**config.mk**
```make
export PLATFORM = sky130hd
export DESIGN_NAME = tfsi_top
export DESIGN_NICKNAME = d
export VERILOG_FILES = /design/src/verilog/tfsi_pkg.sv /design/src/verilog/tfsi_top.sv
export VERILOG_INCLUDE_DIRS = /design/src /design/src/verilog
export SDC_FILE = /design/constraint.sdc
export NUM_CORES = 1
export LEC_CHECK = 0
export BUFFER_PORTS_ARGS = -buffer_cell sky130_fd_sc_hd__buf_4
export CAP_MARGIN = 20
export CORE_MARGIN = 2
export CORE_UTILIZATION = 40
export DETAILED_ROUTE_END_ITERATION = 10
export PLACE_DENSITY = 0.73
export SYNTH_ARGS = -nofsm -noshare
export SYNTH_HDL_FRONTEND = slang
export SYNTH_SLANG_ARGS = --single-unit
```
**constraint.sdc**
```tcl
create_clock -name aclk -period 7.85 [get_ports aclk]
set_clock_uncertainty 0.15 [all_clocks]
set_input_delay 0.785 -clock aclk [delete_from_list [all_inputs] [get_ports aclk]]
set_output_delay 0.785 -clock aclk [all_outputs]
set_load 0.005 [all_outputs]
```
**src/verilog/tfsi_cfg.svh**
```systemverilog
`ifndef TFSI_CFG_SVH
`define TFSI_CFG_SVH
// ==========================================
// Register offsets (byte addresses)
`define TFSI_OFF_FMT   12'h304
`define TFSI_OFF_SYNC  12'h308
`define TFSI_OFF_ITEVT 12'hEE0
`define TFSI_OFF_ITCAP 12'hEE8
`define TFSI_OFF_ITDAT 12'hEEC
`define TFSI_OFF_ITOUT 12'hEF0
`define TFSI_OFF_ITCTL 12'hF00
// ==========================================
// Field positions and reset values
`define TFSI_FMT_FLIN  4
`define TFSI_FMT_TRIG  1
`define TFSI_FMT_EN    0
`define TFSI_SYNC_EMB  5
`define TFSI_EXP_RST   5'h0A
`define TFSI_EXP_MIN   5'h07
`define TFSI_EXP_MAX   5'h1B
`define TFSI_CNT_RST   28'h0000400
// ==========================================
// Trigger marker and widths
`define TFSI_TRIG_DATA 8'h00
`define TFSI_TRIG_ID   7'h7D
`define TFSI_CNT_W     28
`define TFSI_ATB_W     128
`endif

```
**src/verilog/tfsi_pkg.sv**
```systemverilog
package tfsi_pkg;
  // ==========================================
  // Shared types
  typedef logic [4:0] tfsi_exp_t;
  typedef enum logic [1:0]
  {
    TFSI_OKAY   = 2'h0,
    TFSI_SLVERR = 2'h2
  } tfsi_resp_t;
endpackage

```
**src/verilog/tfsi_top.sv**
```systemverilog
`include "tfsi_cfg.svh"

// Operation
// - With flush input enable set and formatter running, flushin rising edge starts a flush.
// - Trigger insertion marks a trigger with data byte 0x00 on source id 0x7D.
// - Trigger insert and formatter enable bits change only in Disabled state.
// - Formatting active if formatter enable, trigger insert, or not circular buffer mode.
// - Sync period exponent is bits 4:0, resets to 10, sets reload.
// - A new reload value takes effect only at the next zero.
// - While capture is enabled the counter counts stored trace bytes.
// - Counter reaching zero raises a sync request on the trace slave port.
// - Exponent 0 disables, 7 to 27 give 2^n bytes, others reserved.
// - A reserved exponent write becomes 27, used and read back.
// - Reading the sync register returns the exponent, not the live count.
// - Frame sync embed, sync enabled and formatting active insert frame sync at zero.
// - Outside integration mode test registers read zero and ignore writes.
// - Event test register bits 3:0 drive bufintr, flushcomp, full, acqcomp.
// - Capture bits latch rising edges of flushin (bit 1) and trigin (bit 0).
// - Capture bits clear on read and when integration mode is left.
// - Data capture returns atdata_s bit 0, then bits 7,15..127.
// - Trace output test bits 2:0 drive syncreq_s, afvalid_s, atready_s.
// - Integration mode is on while its control bit 0 is set.
// - Flush start raises afvalid_s until the source answers with afready_s.
module tfsi_top
  import tfsi_pkg::*;
(
  input  wire logic         aclk,
  input  wire logic         aresetn,
  input  wire logic [11:0]  awaddr,
  input  wire logic         awvalid,
  output logic              awready,
  input  wire logic [31:0]  wdata,
  input  wire logic [3:0]   wstrb,
  input  wire logic         wvalid,
  output logic              wready,
  output logic [1:0]        bresp,
  output logic              bvalid,
  input  wire logic         bready,
  input  wire logic [11:0]  araddr,
  input  wire logic         arvalid,
  output logic              arready,
  output logic [31:0]       rdata,
  output logic [1:0]        rresp,
  output logic              rvalid,
  input  wire logic         rready,
  input  wire logic         ctrl_disabled,
  input  wire logic         capture_enable,
  input  wire logic         circular_buffer_mode,
  input  wire logic         formatter_stopped,
  input  wire logic [4:0]   bytes_stored,
  input  wire logic         trigger_event,
  input  wire logic         store_ready,
  input  wire logic         bufintr_func,
  input  wire logic         flushcomp_func,
  input  wire logic         full_func,
  input  wire logic         acqcomp_func,
  input  wire logic         flushin,
  input  wire logic         trigin,
  input  wire logic [127:0] atdata_s,
  input  wire logic         afready_s,
  output logic              atready_s,
  output logic              afvalid_s,
  output logic              syncreq_s,
  output logic              flush_start,
  output logic              formatting_active,
  output logic              trig_insert_valid,
  output logic [7:0]        trig_insert_data,
  output logic [6:0]        trig_insert_id,
  output logic              frame_sync_insert,
  output logic              bufintr,
  output logic              flushcomp,
  output logic              full,
  output logic              acqcomp
);

  // ==========================================
  // Decode helpers
  function automatic logic is_mapped(input logic [11:0] a);
    is_mapped = (a == `TFSI_OFF_FMT) || (a == `TFSI_OFF_SYNC) || (a == `TFSI_OFF_ITEVT) ||
                (a == `TFSI_OFF_ITCAP) || (a == `TFSI_OFF_ITDAT) || (a == `TFSI_OFF_ITOUT) ||
                (a == `TFSI_OFF_ITCTL);
  endfunction

  function automatic logic is_test(input logic [11:0] a);
    is_test = (a == `TFSI_OFF_ITEVT) || (a == `TFSI_OFF_ITCAP) || (a == `TFSI_OFF_ITDAT) ||
              (a == `TFSI_OFF_ITOUT);
  endfunction

  // Reserved codes fold to the largest legal exponent
  function automatic tfsi_exp_t exp_norm(input tfsi_exp_t v);
    if (v == 5'h00 || (v >= `TFSI_EXP_MIN && v <= `TFSI_EXP_MAX))
      exp_norm = v;
    else
      exp_norm = `TFSI_EXP_MAX;
  endfunction

  logic        aw_q;
  logic        w_q;
  logic [11:0] awaddr_q;
  logic [31:0] wdata_q;
  logic [3:0]  wstrb_q;
  logic        bvalid_q;
  tfsi_resp_t  bresp_q;
  logic        rvalid_q;
  tfsi_resp_t  rresp_q;
  logic [31:0] rdata_q;
  logic [31:0] rdata_d;
  logic        wr_go;
  logic        wr_en;
  logic        rd_go;
  logic        flin_q;
  logic        trig_ins_q;
  logic        fmt_en_q;
  logic        emb_q;
  tfsi_exp_t   exp_q;
  logic        itm_q;
  logic [3:0]  it_evt_q;
  logic [2:0]  it_out_q;
  logic [1:0]  cap_q;
  logic [16:0] dat_sel;
  logic [2:0]  fl_sync_q;
  logic [2:0]  tr_sync_q;
  logic        fl_rise;
  logic        tr_rise;
  logic        flush_start_q;
  logic        afvalid_q;
  logic [`TFSI_CNT_W-1:0] cnt_q;
  logic [`TFSI_CNT_W-1:0] bytes_w;
  logic [`TFSI_CNT_W-1:0] reload;
  logic        counting;
  logic        sync_zero;
  logic        sync_hit_q;
  logic        fsync_q;
  logic        trig_q;

  // ==========================================
  // AXI4-Lite write channel
  // Address and data are parked independently; the write lands once both are held
  assign awready = !aw_q;
  assign wready  = !w_q;
  assign wr_go   = aw_q && w_q && !bvalid_q;
  assign wr_en   = wr_go && wstrb_q[0] && is_mapped(awaddr_q);
  assign bvalid  = bvalid_q;
  assign bresp   = bresp_q;

  always_ff @(posedge aclk)
  begin
    if (!aresetn)
    begin
      aw_q     <= 1'b0;
      w_q      <= 1'b0;
      awaddr_q <= 12'h000;
      wdata_q  <= 32'h00000000;
      wstrb_q  <= 4'h0;
      bvalid_q <= 1'b0;
      bresp_q  <= TFSI_OKAY;
    end
    else
    begin
      if (awvalid && awready)
      begin
        aw_q     <= 1'b1;
        awaddr_q <= awaddr;
      end
      else if (wr_go)
        aw_q <= 1'b0;
      if (wvalid && wready)
      begin
        w_q     <= 1'b1;
        wdata_q <= wdata;
        wstrb_q <= wstrb;
      end
      else if (wr_go)
        w_q <= 1'b0;
      if (wr_go)
      begin
        bvalid_q <= 1'b1;
        bresp_q  <= is_mapped(awaddr_q) ? TFSI_OKAY : TFSI_SLVERR;
      end
      else if (bready)
        bvalid_q <= 1'b0;
    end
  end

  // ==========================================
  // AXI4-Lite read channel
  assign arready = !rvalid_q;
  assign rd_go   = arvalid && arready;
  assign rvalid  = rvalid_q;
  assign rresp   = rresp_q;
  assign rdata   = rdata_q;

  // Sample bit 0 and the top bit of every byte lane
  assign dat_sel[0] = atdata_s[0];
  for (genvar g = 1; g <= 16; g++)
  begin : g_dat
    assign dat_sel[g] = atdata_s[8*g-1];
  end

  // Read mux; test registers stay dark outside integration mode
  always_comb
  begin
    rdata_d = 32'h00000000;
    unique case (araddr)
      `TFSI_OFF_FMT: rdata_d = {27'h0000000, flin_q, 2'h0, trig_ins_q, fmt_en_q};
      `TFSI_OFF_SYNC: rdata_d = {26'h0000000, emb_q, exp_q};
      `TFSI_OFF_ITCAP: rdata_d = itm_q ? {30'h00000000, cap_q} : 32'h00000000;
      `TFSI_OFF_ITDAT: rdata_d = itm_q ? {15'h0000, dat_sel} : 32'h00000000;
      `TFSI_OFF_ITCTL: rdata_d = {31'h00000000, itm_q};
      default: rdata_d = 32'h00000000;
    endcase
  end

  always_ff @(posedge aclk)
  begin
    if (!aresetn)
    begin
      rvalid_q <= 1'b0;
      rresp_q  <= TFSI_OKAY;
      rdata_q  <= 32'h00000000;
    end
    else if (rd_go)
    begin
      rvalid_q <= 1'b1;
      rresp_q  <= is_mapped(araddr) ? TFSI_OKAY : TFSI_SLVERR;
      rdata_q  <= rdata_d;
    end
    else if (rready)
      rvalid_q <= 1'b0;
  end

  // ==========================================
  // Formatter and flush control
  // Trigger insert and formatter enable bits are frozen outside Disabled so the running frame format cannot change
  always_ff @(posedge aclk)
  begin
    if (!aresetn)
    begin
      flin_q     <= 1'b0;
      trig_ins_q <= 1'b0;
      fmt_en_q   <= 1'b0;
    end
    else if (wr_en && awaddr_q == `TFSI_OFF_FMT)
    begin
      flin_q <= wdata_q[`TFSI_FMT_FLIN];
      if (ctrl_disabled)
      begin
        trig_ins_q <= wdata_q[`TFSI_FMT_TRIG];
        fmt_en_q   <= wdata_q[`TFSI_FMT_EN];
      end
    end
  end

  assign formatting_active = fmt_en_q || trig_ins_q || !circular_buffer_mode;

  // ==========================================
  // Sync period register
  always_ff @(posedge aclk)
  begin
    if (!aresetn)
    begin
      emb_q <= 1'b0;
      exp_q <= `TFSI_EXP_RST;
    end
    else if (wr_en && awaddr_q == `TFSI_OFF_SYNC)
    begin
      emb_q <= wdata_q[`TFSI_SYNC_EMB];
      exp_q <= exp_norm(wdata_q[4:0]);
    end
  end

  // ==========================================
  // Integration control and drive registers
  // Drive values are dropped on leaving integration mode so stale pins never return
  always_ff @(posedge aclk)
  begin
    if (!aresetn)
    begin
      itm_q    <= 1'b0;
      it_evt_q <= 4'h0;
      it_out_q <= 3'h0;
    end
    else
    begin
      if (wr_en && awaddr_q == `TFSI_OFF_ITCTL)
        itm_q <= wdata_q[0];
      if (!itm_q)
      begin
        it_evt_q <= 4'h0;
        it_out_q <= 3'h0;
      end
      else if (wr_en && awaddr_q == `TFSI_OFF_ITEVT)
        it_evt_q <= wdata_q[3:0];
      else if (wr_en && awaddr_q == `TFSI_OFF_ITOUT)
        it_out_q <= wdata_q[2:0];
    end
  end

  // ==========================================
  // Pin synchronisers; edges are taken from the second and third stages only
  always_ff @(posedge aclk)
  begin
    if (!aresetn)
    begin
      fl_sync_q <= 3'h0;
      tr_sync_q <= 3'h0;
    end
    else
    begin
      fl_sync_q <= {fl_sync_q[1:0], flushin};
      tr_sync_q <= {tr_sync_q[1:0], trigin};
    end
  end

  assign fl_rise = fl_sync_q[1] && !fl_sync_q[2];
  assign tr_rise = tr_sync_q[1] && !tr_sync_q[2];

  // Capture bits: a new edge wins over the clear by read
  always_ff @(posedge aclk)
  begin
    if (!aresetn)
      cap_q <= 2'h0;
    else if (!itm_q)
      cap_q <= 2'h0;
    else
    begin
      if (fl_rise)
        cap_q[1] <= 1'b1;
      else if (rd_go && araddr == `TFSI_OFF_ITCAP)
        cap_q[1] <= 1'b0;
      if (tr_rise)
        cap_q[0] <= 1'b1;
      else if (rd_go && araddr == `TFSI_OFF_ITCAP)
        cap_q[0] <= 1'b0;
    end
  end

  // ==========================================
  // Flush request toward the trace source
  always_ff @(posedge aclk)
  begin
    if (!aresetn)
    begin
      flush_start_q <= 1'b0;
      afvalid_q     <= 1'b0;
    end
    else
    begin
      flush_start_q <= flin_q && !formatter_stopped && fl_rise;
      if (flin_q && !formatter_stopped && fl_rise)
        afvalid_q <= 1'b1;
      else if (afready_s)
        afvalid_q <= 1'b0;
    end
  end

  assign flush_start = flush_start_q;

  // ==========================================
  // Periodic sync counter
  // Reload is read from the exponent only at zero, so rewrites never cut a period short
  assign bytes_w   = {23'h000000, bytes_stored};
  assign reload    = `TFSI_CNT_W'(1) << exp_q;
  assign counting  = capture_enable && (exp_q != 5'h00);
  assign sync_zero = counting && (bytes_w != '0) && (bytes_w >= cnt_q);

  always_ff @(posedge aclk)
  begin
    if (!aresetn)
    begin
      cnt_q      <= `TFSI_CNT_RST;
      sync_hit_q <= 1'b0;
      fsync_q    <= 1'b0;
    end
    else
    begin
      sync_hit_q <= sync_zero;
      fsync_q    <= sync_zero && emb_q && formatting_active;
      if (sync_zero)
        cnt_q <= reload;
      else if (counting)
        cnt_q <= cnt_q - bytes_w;
    end
  end

  assign frame_sync_insert = fsync_q;

  // ==========================================
  // Trigger marker
  always_ff @(posedge aclk)
  begin
    if (!aresetn)
      trig_q <= 1'b0;
    else
      trig_q <= trigger_event && trig_ins_q;
  end

  assign trig_insert_valid = trig_q;
  assign trig_insert_data  = `TFSI_TRIG_DATA;
  assign trig_insert_id    = `TFSI_TRIG_ID;

  // ==========================================
  // Output steering between functional and integration sources
  assign bufintr   = itm_q ? it_evt_q[3] : bufintr_func;
  assign flushcomp = itm_q ? it_evt_q[2] : flushcomp_func;
  assign full      = itm_q ? it_evt_q[1] : full_func;
  assign acqcomp   = itm_q ? it_evt_q[0] : acqcomp_func;
  assign syncreq_s = itm_q ? it_out_q[2] : sync_hit_q;
  assign afvalid_s = itm_q ? it_out_q[1] : afvalid_q;
  assign atready_s = itm_q ? it_out_q[0] : store_ready;

  // ==========================================
  // Checks
  property p_flush_start;
    @(posedge aclk) disable iff (!aresetn)
    (flin_q && !formatter_stopped && fl_rise) |=> (flush_start && afvalid_q);
  endproperty
  a_flush_start: assert property (p_flush_start) else $error("flush not started");

  property p_af_hold;
    @(posedge aclk) disable iff (!aresetn)
    (afvalid_q && !afready_s) |=> afvalid_q;
  endproperty
  a_af_hold: assert property (p_af_hold) else $error("afvalid dropped early");

  property p_lock;
    @(posedge aclk) disable iff (!aresetn)
    !ctrl_disabled |=> $stable({trig_ins_q, fmt_en_q});
  endproperty
  a_lock: assert property (p_lock) else $error("enable bit changed while running");

  property p_exp_legal;
    @(posedge aclk) disable iff (!aresetn)
    (exp_q == 5'h00) || (exp_q >= 5'h07 && exp_q <= 5'h1B);
  endproperty
  a_exp_legal: assert property (p_exp_legal) else $error("reserved exponent held");

  property p_reload;
    @(posedge aclk) disable iff (!aresetn)
    sync_zero |=> (cnt_q == $past(reload)) && (sync_hit_q == 1'b1);
  endproperty
  a_reload: assert property (p_reload) else $error("counter not reloaded");

  property p_test_zero;
    @(posedge aclk) disable iff (!aresetn)
    (rd_go && !itm_q && is_test(araddr)) |=> (rdata == 32'h00000000);
  endproperty
  a_test_zero: assert property (p_test_zero) else $error("test register read nonzero");

  property p_cap_clear;
    @(posedge aclk) disable iff (!aresetn)
    !itm_q |=> (cap_q == 2'h0);
  endproperty
  a_cap_clear: assert property (p_cap_clear) else $error("capture kept outside test mode");

  property p_trig;
    @(posedge aclk) disable iff (!aresetn)
    (trigger_event && trig_ins_q) |=> trig_insert_valid && (trig_insert_id == 7'h7D);
  endproperty
  a_trig: assert property (p_trig) else $error("trigger marker missing");

  property p_evt_drive;
    @(posedge aclk) disable iff (!aresetn)
    itm_q |-> ({bufintr, flushcomp, full, acqcomp} == it_evt_q);
  endproperty
  a_evt_drive: assert property (p_evt_drive) else $error("event pins not driven");

endmodule

```
# == After elaboration in Yosys (flattened, before gate mapping) ==
# Cells that the tools add are included.
# W data, S select, Z words.
# classes
eq_ne,14
n_mux,27
n_addsub,1
order_cmp,3
shifts,1
bitwise,1
reduce_logical,61
# ops
operator,count
$eq A12 B12 Y1 const B,10
$pmux W17 S5,1
$mux W28,2
$eq A12 B10 Y1 const B,4
$ge A5 B28 Y1,1
$reduce_bool A28 Y1,1
$shl A1 B5 Y28 const A,1
$sub A28 B5 Y28,1
$logic_and A1 B1 Y1,24
$mux W1,19
$mux W17,1
$reduce_bool A2 Y1,8
$logic_or A1 B1 Y1,15
$logic_not A1 Y1,8
$mux W2,3
$reduce_and A2 Y1,3
$ge A5 B3 Y1 const B,1
$le A5 B5 Y1 const B,1
$logic_not A5 Y1,1
$mux W5,1
$reduce_bool A5 Y1,1
$not A1 Y1,1
# totals
reg_bits,117
output_inout_bits,67

# == Logic depth before layout (Yosys ltp) ==
# depth
ltp_word,11
depth_mapped,11
mapped_depth_nobuf,9

# == Worst setup path before layout ==
# Ideal clock, no wire load.
# synth_timing
path_kind,input to register
startpoint,in bytes_stored[0]
endpoint,reg cnt_q[16]
n_path_buf,2
arrival_time_ns,2.818
t_required_ns,7.584
path_stages,10
setup_time_ns,0.116
slack_ns,4.766
cell_sequence,ha_1 > fa_1 > nand2b_1 > a21oi_1 > clkbuf_1 > o22ai_1 > nand3_1 > clkbuf_1 > o211ai_1 > o211a_1
# synth_between
elab_chain_cells,4
elab_cells_between_ends,8
cone_classes,add/sub: 1; order compare: 1; mux: 2; reduce/logical: 4
# synth_lines
element,line_no,source
from (decl),tfsi_top.sv:50,"input wire logic [4:0] bytes_stored,"
branches (longest 4 deep; another with $sub A28 B5 Y28),n/a,
to (signal assigned),tfsi_top.sv:371,cnt_q <= `TFSI_CNT_RST;
to (signal assigned),tfsi_top.sv:380,cnt_q <= reload;
to (signal assigned),tfsi_top.sv:382,cnt_q <= cnt_q - bytes_w;
to (decl),tfsi_top.sv:127,logic [`TFSI_CNT_W-1:0] cnt_q;
# Several ways; the timed one is not identified. The select of a mux whose other input is x is not followed.
# A chain may end at the register's enable or synchronous reset.

# == Worst setup path after layout ==
# layout_timing
startpoint,in bytes_stored[0]
endpoint,reg cnt_q[12]
# Same word-level chain as after synthesis.

==> impl_metrics.py <==
metrics = {
    "run_status": {
        "status": "finished, final reports clean",
    },
    "logic_synthesis": {
        "synth_top_cell_area_share_pct": 38.3,
        "syn_inst": 633,
        "synth_edf_count": 0,
        "ys_seq_area_share_pct": 38.3,
        "yosys.area.top_type": "dfxtp_1",
        "synthFlopType": "dfxtp_1",
        "synth_cell_type_count": 69,
        "synth_area_um2": 5230,
        "yosysWarnings": 0,
        "async_flop_share_pct": 0,
        "syn_avg_cell_area_um2": 8.26,
        "synth_seq_cells": 100,
        "synthTopCellsByArea": "dfxtp_1 38%, nor2_1 4.9%, nand2_1 4.8%",
    },
    "flow_run": {
        "drv_cap": 0,
    },
    "clock_tree": {
        "cts_tree": "built",
        "cts_root_buf": "clkbuf_16",
        "htreeDepth": 3,
        "clock_sinks": 100,
        "clk_pin_slew_worst_paths_ns": 0.07,
        "clockBufferDepth": 2,
        "cts_setup_buffers": 0,
        "ctsHoldBuffers": 0,
        "clock_latency_ns": 0.35,
        "post_cts_resized": 0,
        "cts_made_buffers": 9,
    },
    "die": {
        "initial_utilization_pct": 41.2,
        "num_rows": 41,
        "die_h_um": 118,
        "io_pins": 280,
        "fp.coreArea_um2": 12700,
        "die_w_um": 118,
        "dieArea_um2": 14000,
    },
    "placed_design": {
        "port_buffers": 107,
        "gp_congestion": 0.896,
        "dp_hpwl_um": 10100,
        "dp_cells": 882,
        "dpl_worst_slack_ns": 3.89,
    },
    "final_layout": {
        "diodes": 0,
        "most-common-layout-cells": "109 x buf_4, 100 x dfxtp_1, 68 x nor2_1",
        "fin_nets": 940,
        "drive_gt1_share_pct": 20.5,
        "syn_to_final_growth_pct": 21.0,
        "final_common_cell": "buf_4",
        "postLayoutCoreUtil_pct": 49.9,
        "stdcell_count": 898,
    },
    "timing": {
        "period_share_pct": 46.5,
        "fin_crit_ns": 3.65,
        "worstMarginPinSlew_ns": 0.957,
        "slew_headroom_pct": 36.2,
        "rsz0062_at_grt": "no",
        "hold_viol_final": 0,
        "fmax_mhz": 274,
        "setup_tns_ns": 0,
        "slew_viol_final": 0,
        "setup_ws_ns": 4.20,
        "setup_viol": 0,
    },
    "setup_path": {
        "start_kind": "input pin",
        "crit_chain": "buf_4 -> ha_1 -> fa_1 -> nand2b_1 -> a21oi_1 -> o22ai_1 -> nand3_1 -> a21oi_1 -> o21a_1",
        "cp_top_family": "compound AO/OA/AOI/OAI gates",
        "path_buf_inv": 1,
        "worstPathArrival_ns": 3.74,
        "crit_top_cell": "a21oi_1",
        "crit_slowest_cell": "a21oi_1",
        "worst-path-max-fanout": 12,
        "crit_type": "input pin to flop",
        "critPathCaptureType": "flop",
        "cp_data_required_time_ns": 7.94,
        "cp_slowest_stage_delay_ns": 0.75,
    },
    "route": {
        "antenna_left": 0,
        "drt_iter0_drc": 444,
        "wl_per_cell_um": 15.6,
        "finalWirelength_um": 14000,
        "vias": 5002,
        "dr.pass1.iters": 5,
        "remaining_drc_errors": 0,
        "viasPerCell": 5.57,
    },
    "global_routing": {
        "grt_pass1_vias": 4800,
        "antenna_found_initial": 0,
        "overflow": 0,
        "grt_max_degree": 38,
        "grt_pass1_wl_um": 23000,
        "gr-usage-all-layers_pct": 19.9,
    },
    "power_and_ir_drop": {
        "peakVddDrop_uv": 158,
        "p_total_mw": 1.25,
        "p_per_area_nw_per_um2": 198,
        "p_leak_nw": 2.55,
    },
    "hold_path": {
        "hold_class": "flop to flop",
    },
}
-- synthesized netlist by cell type, types with 8 or more instances --
master and instances:
nand3_1 28, inv_1 18, a31oi_1 12, mux2_2 8, nand2b_1 9, buf_4 32, nand2_1 67, dfxtp_1 100
clkbuf_1 26, or3_1 8, a22o_1 15, nor2b_1 10, and3_1 9, a21oi_1 35, o21ai_0 21, mux2i_1 17
nor3_1 14, nor2_1 68, nor4_1 14, and2_1 8
-- per-layer routing --
layer | routed length [um] | track usage, % | up-vias
li1 | - | - | 2397
met5 | 0 | 0 | -
met1 | 5870 | 24.5 | 2353
met4 | 337 | 7.98 | 0
met2 | 6750 | 33.3 | 223
met3 | 1030 | 4.58 | 29
-- path summary, 6_finish.rpt --
kind,startpoint,slack [ns],end,cells after the start
worst max register to register,cnt_q[0]$_SDFFE_PN0P_,4.41,cnt_q[12]$_SDFFE_PN0P_,9
worst min-delay path,fl_sync_q[0]$_SDFF_PN0_,0.29,fl_sync_q[1]$_SDFF_PN0_,1
worst max-delay path,bytes_stored[0],4.20,cnt_q[12]$_SDFFE_PN0P_,9
worst min register to register,fl_sync_q[0]$_SDFF_PN0_,0.29,fl_sync_q[1]$_SDFF_PN0_,1
-- worst register-to-register path, cell delays in order, from the launching register on --
cell      delay [ns]
dfxtp_1         0.33
inv_1           0.04
ha_1            0.19
fa_1            0.40
nand2b_1        0.20
a21oi_1         0.75
o22ai_1         0.40
nand3_1         0.52
a21oi_1         0.15
o21a_1          0.21
-- cell type report --
type	instances	area, um^2
Clock buffer	10	239
Clock inverter	6	71.3
Fill cell	1212	6350
Inverter	18	67.6
Multi-Input combinational cell	483	2910
Sequential cell	100	2000
Tap cell	172	215
Timing Repair Buffer	109	818
-- kinds of logic after synthesis --
logic type / share of synthesized area, %
buffers and inverters: 8.19
adder cells (fa/ha/maj): 1.58
AO/OA/AOI/OAI: 17.9
multiplexers: 4.98
XOR/XNOR: 0.670
AND/OR/NAND/NOR: 28.2
flip-flops: 38.3
other: 0.144
-- registers in the layout, summed over array words and instances, names as in the netlist, 2 cells and up --
signal     cells
cap_q          2
it_out_q       3
exp_q          5
tr_sync_q      3
fl_sync_q      3
cnt_q         28
awaddr_q      12
wdata_q        6
it_evt_q       4
rdata         17
-- metrics by stage --
stage | area (um^2) | hold slack [ns]
floorplan | 5340 | 0.262
global placement | 6010 | 0.270
detailed placement | 6010 | 0.272
CTS | 6320 | 0.289
global route | 6320 | 0.314
finish | 6320 | 0.288
-- power breakdown --
part / internal [mW] / switching (mW) / total, mW
sequential: 0.533 / 0.0279 / 0.561
clock: 0.259 / 0.203 / 0.462
combinational: 0.0985 / 0.130 / 0.228
total: 0.891 / 0.361 / 1.25
Note: power is estimated with default switching activity, not from simulation.
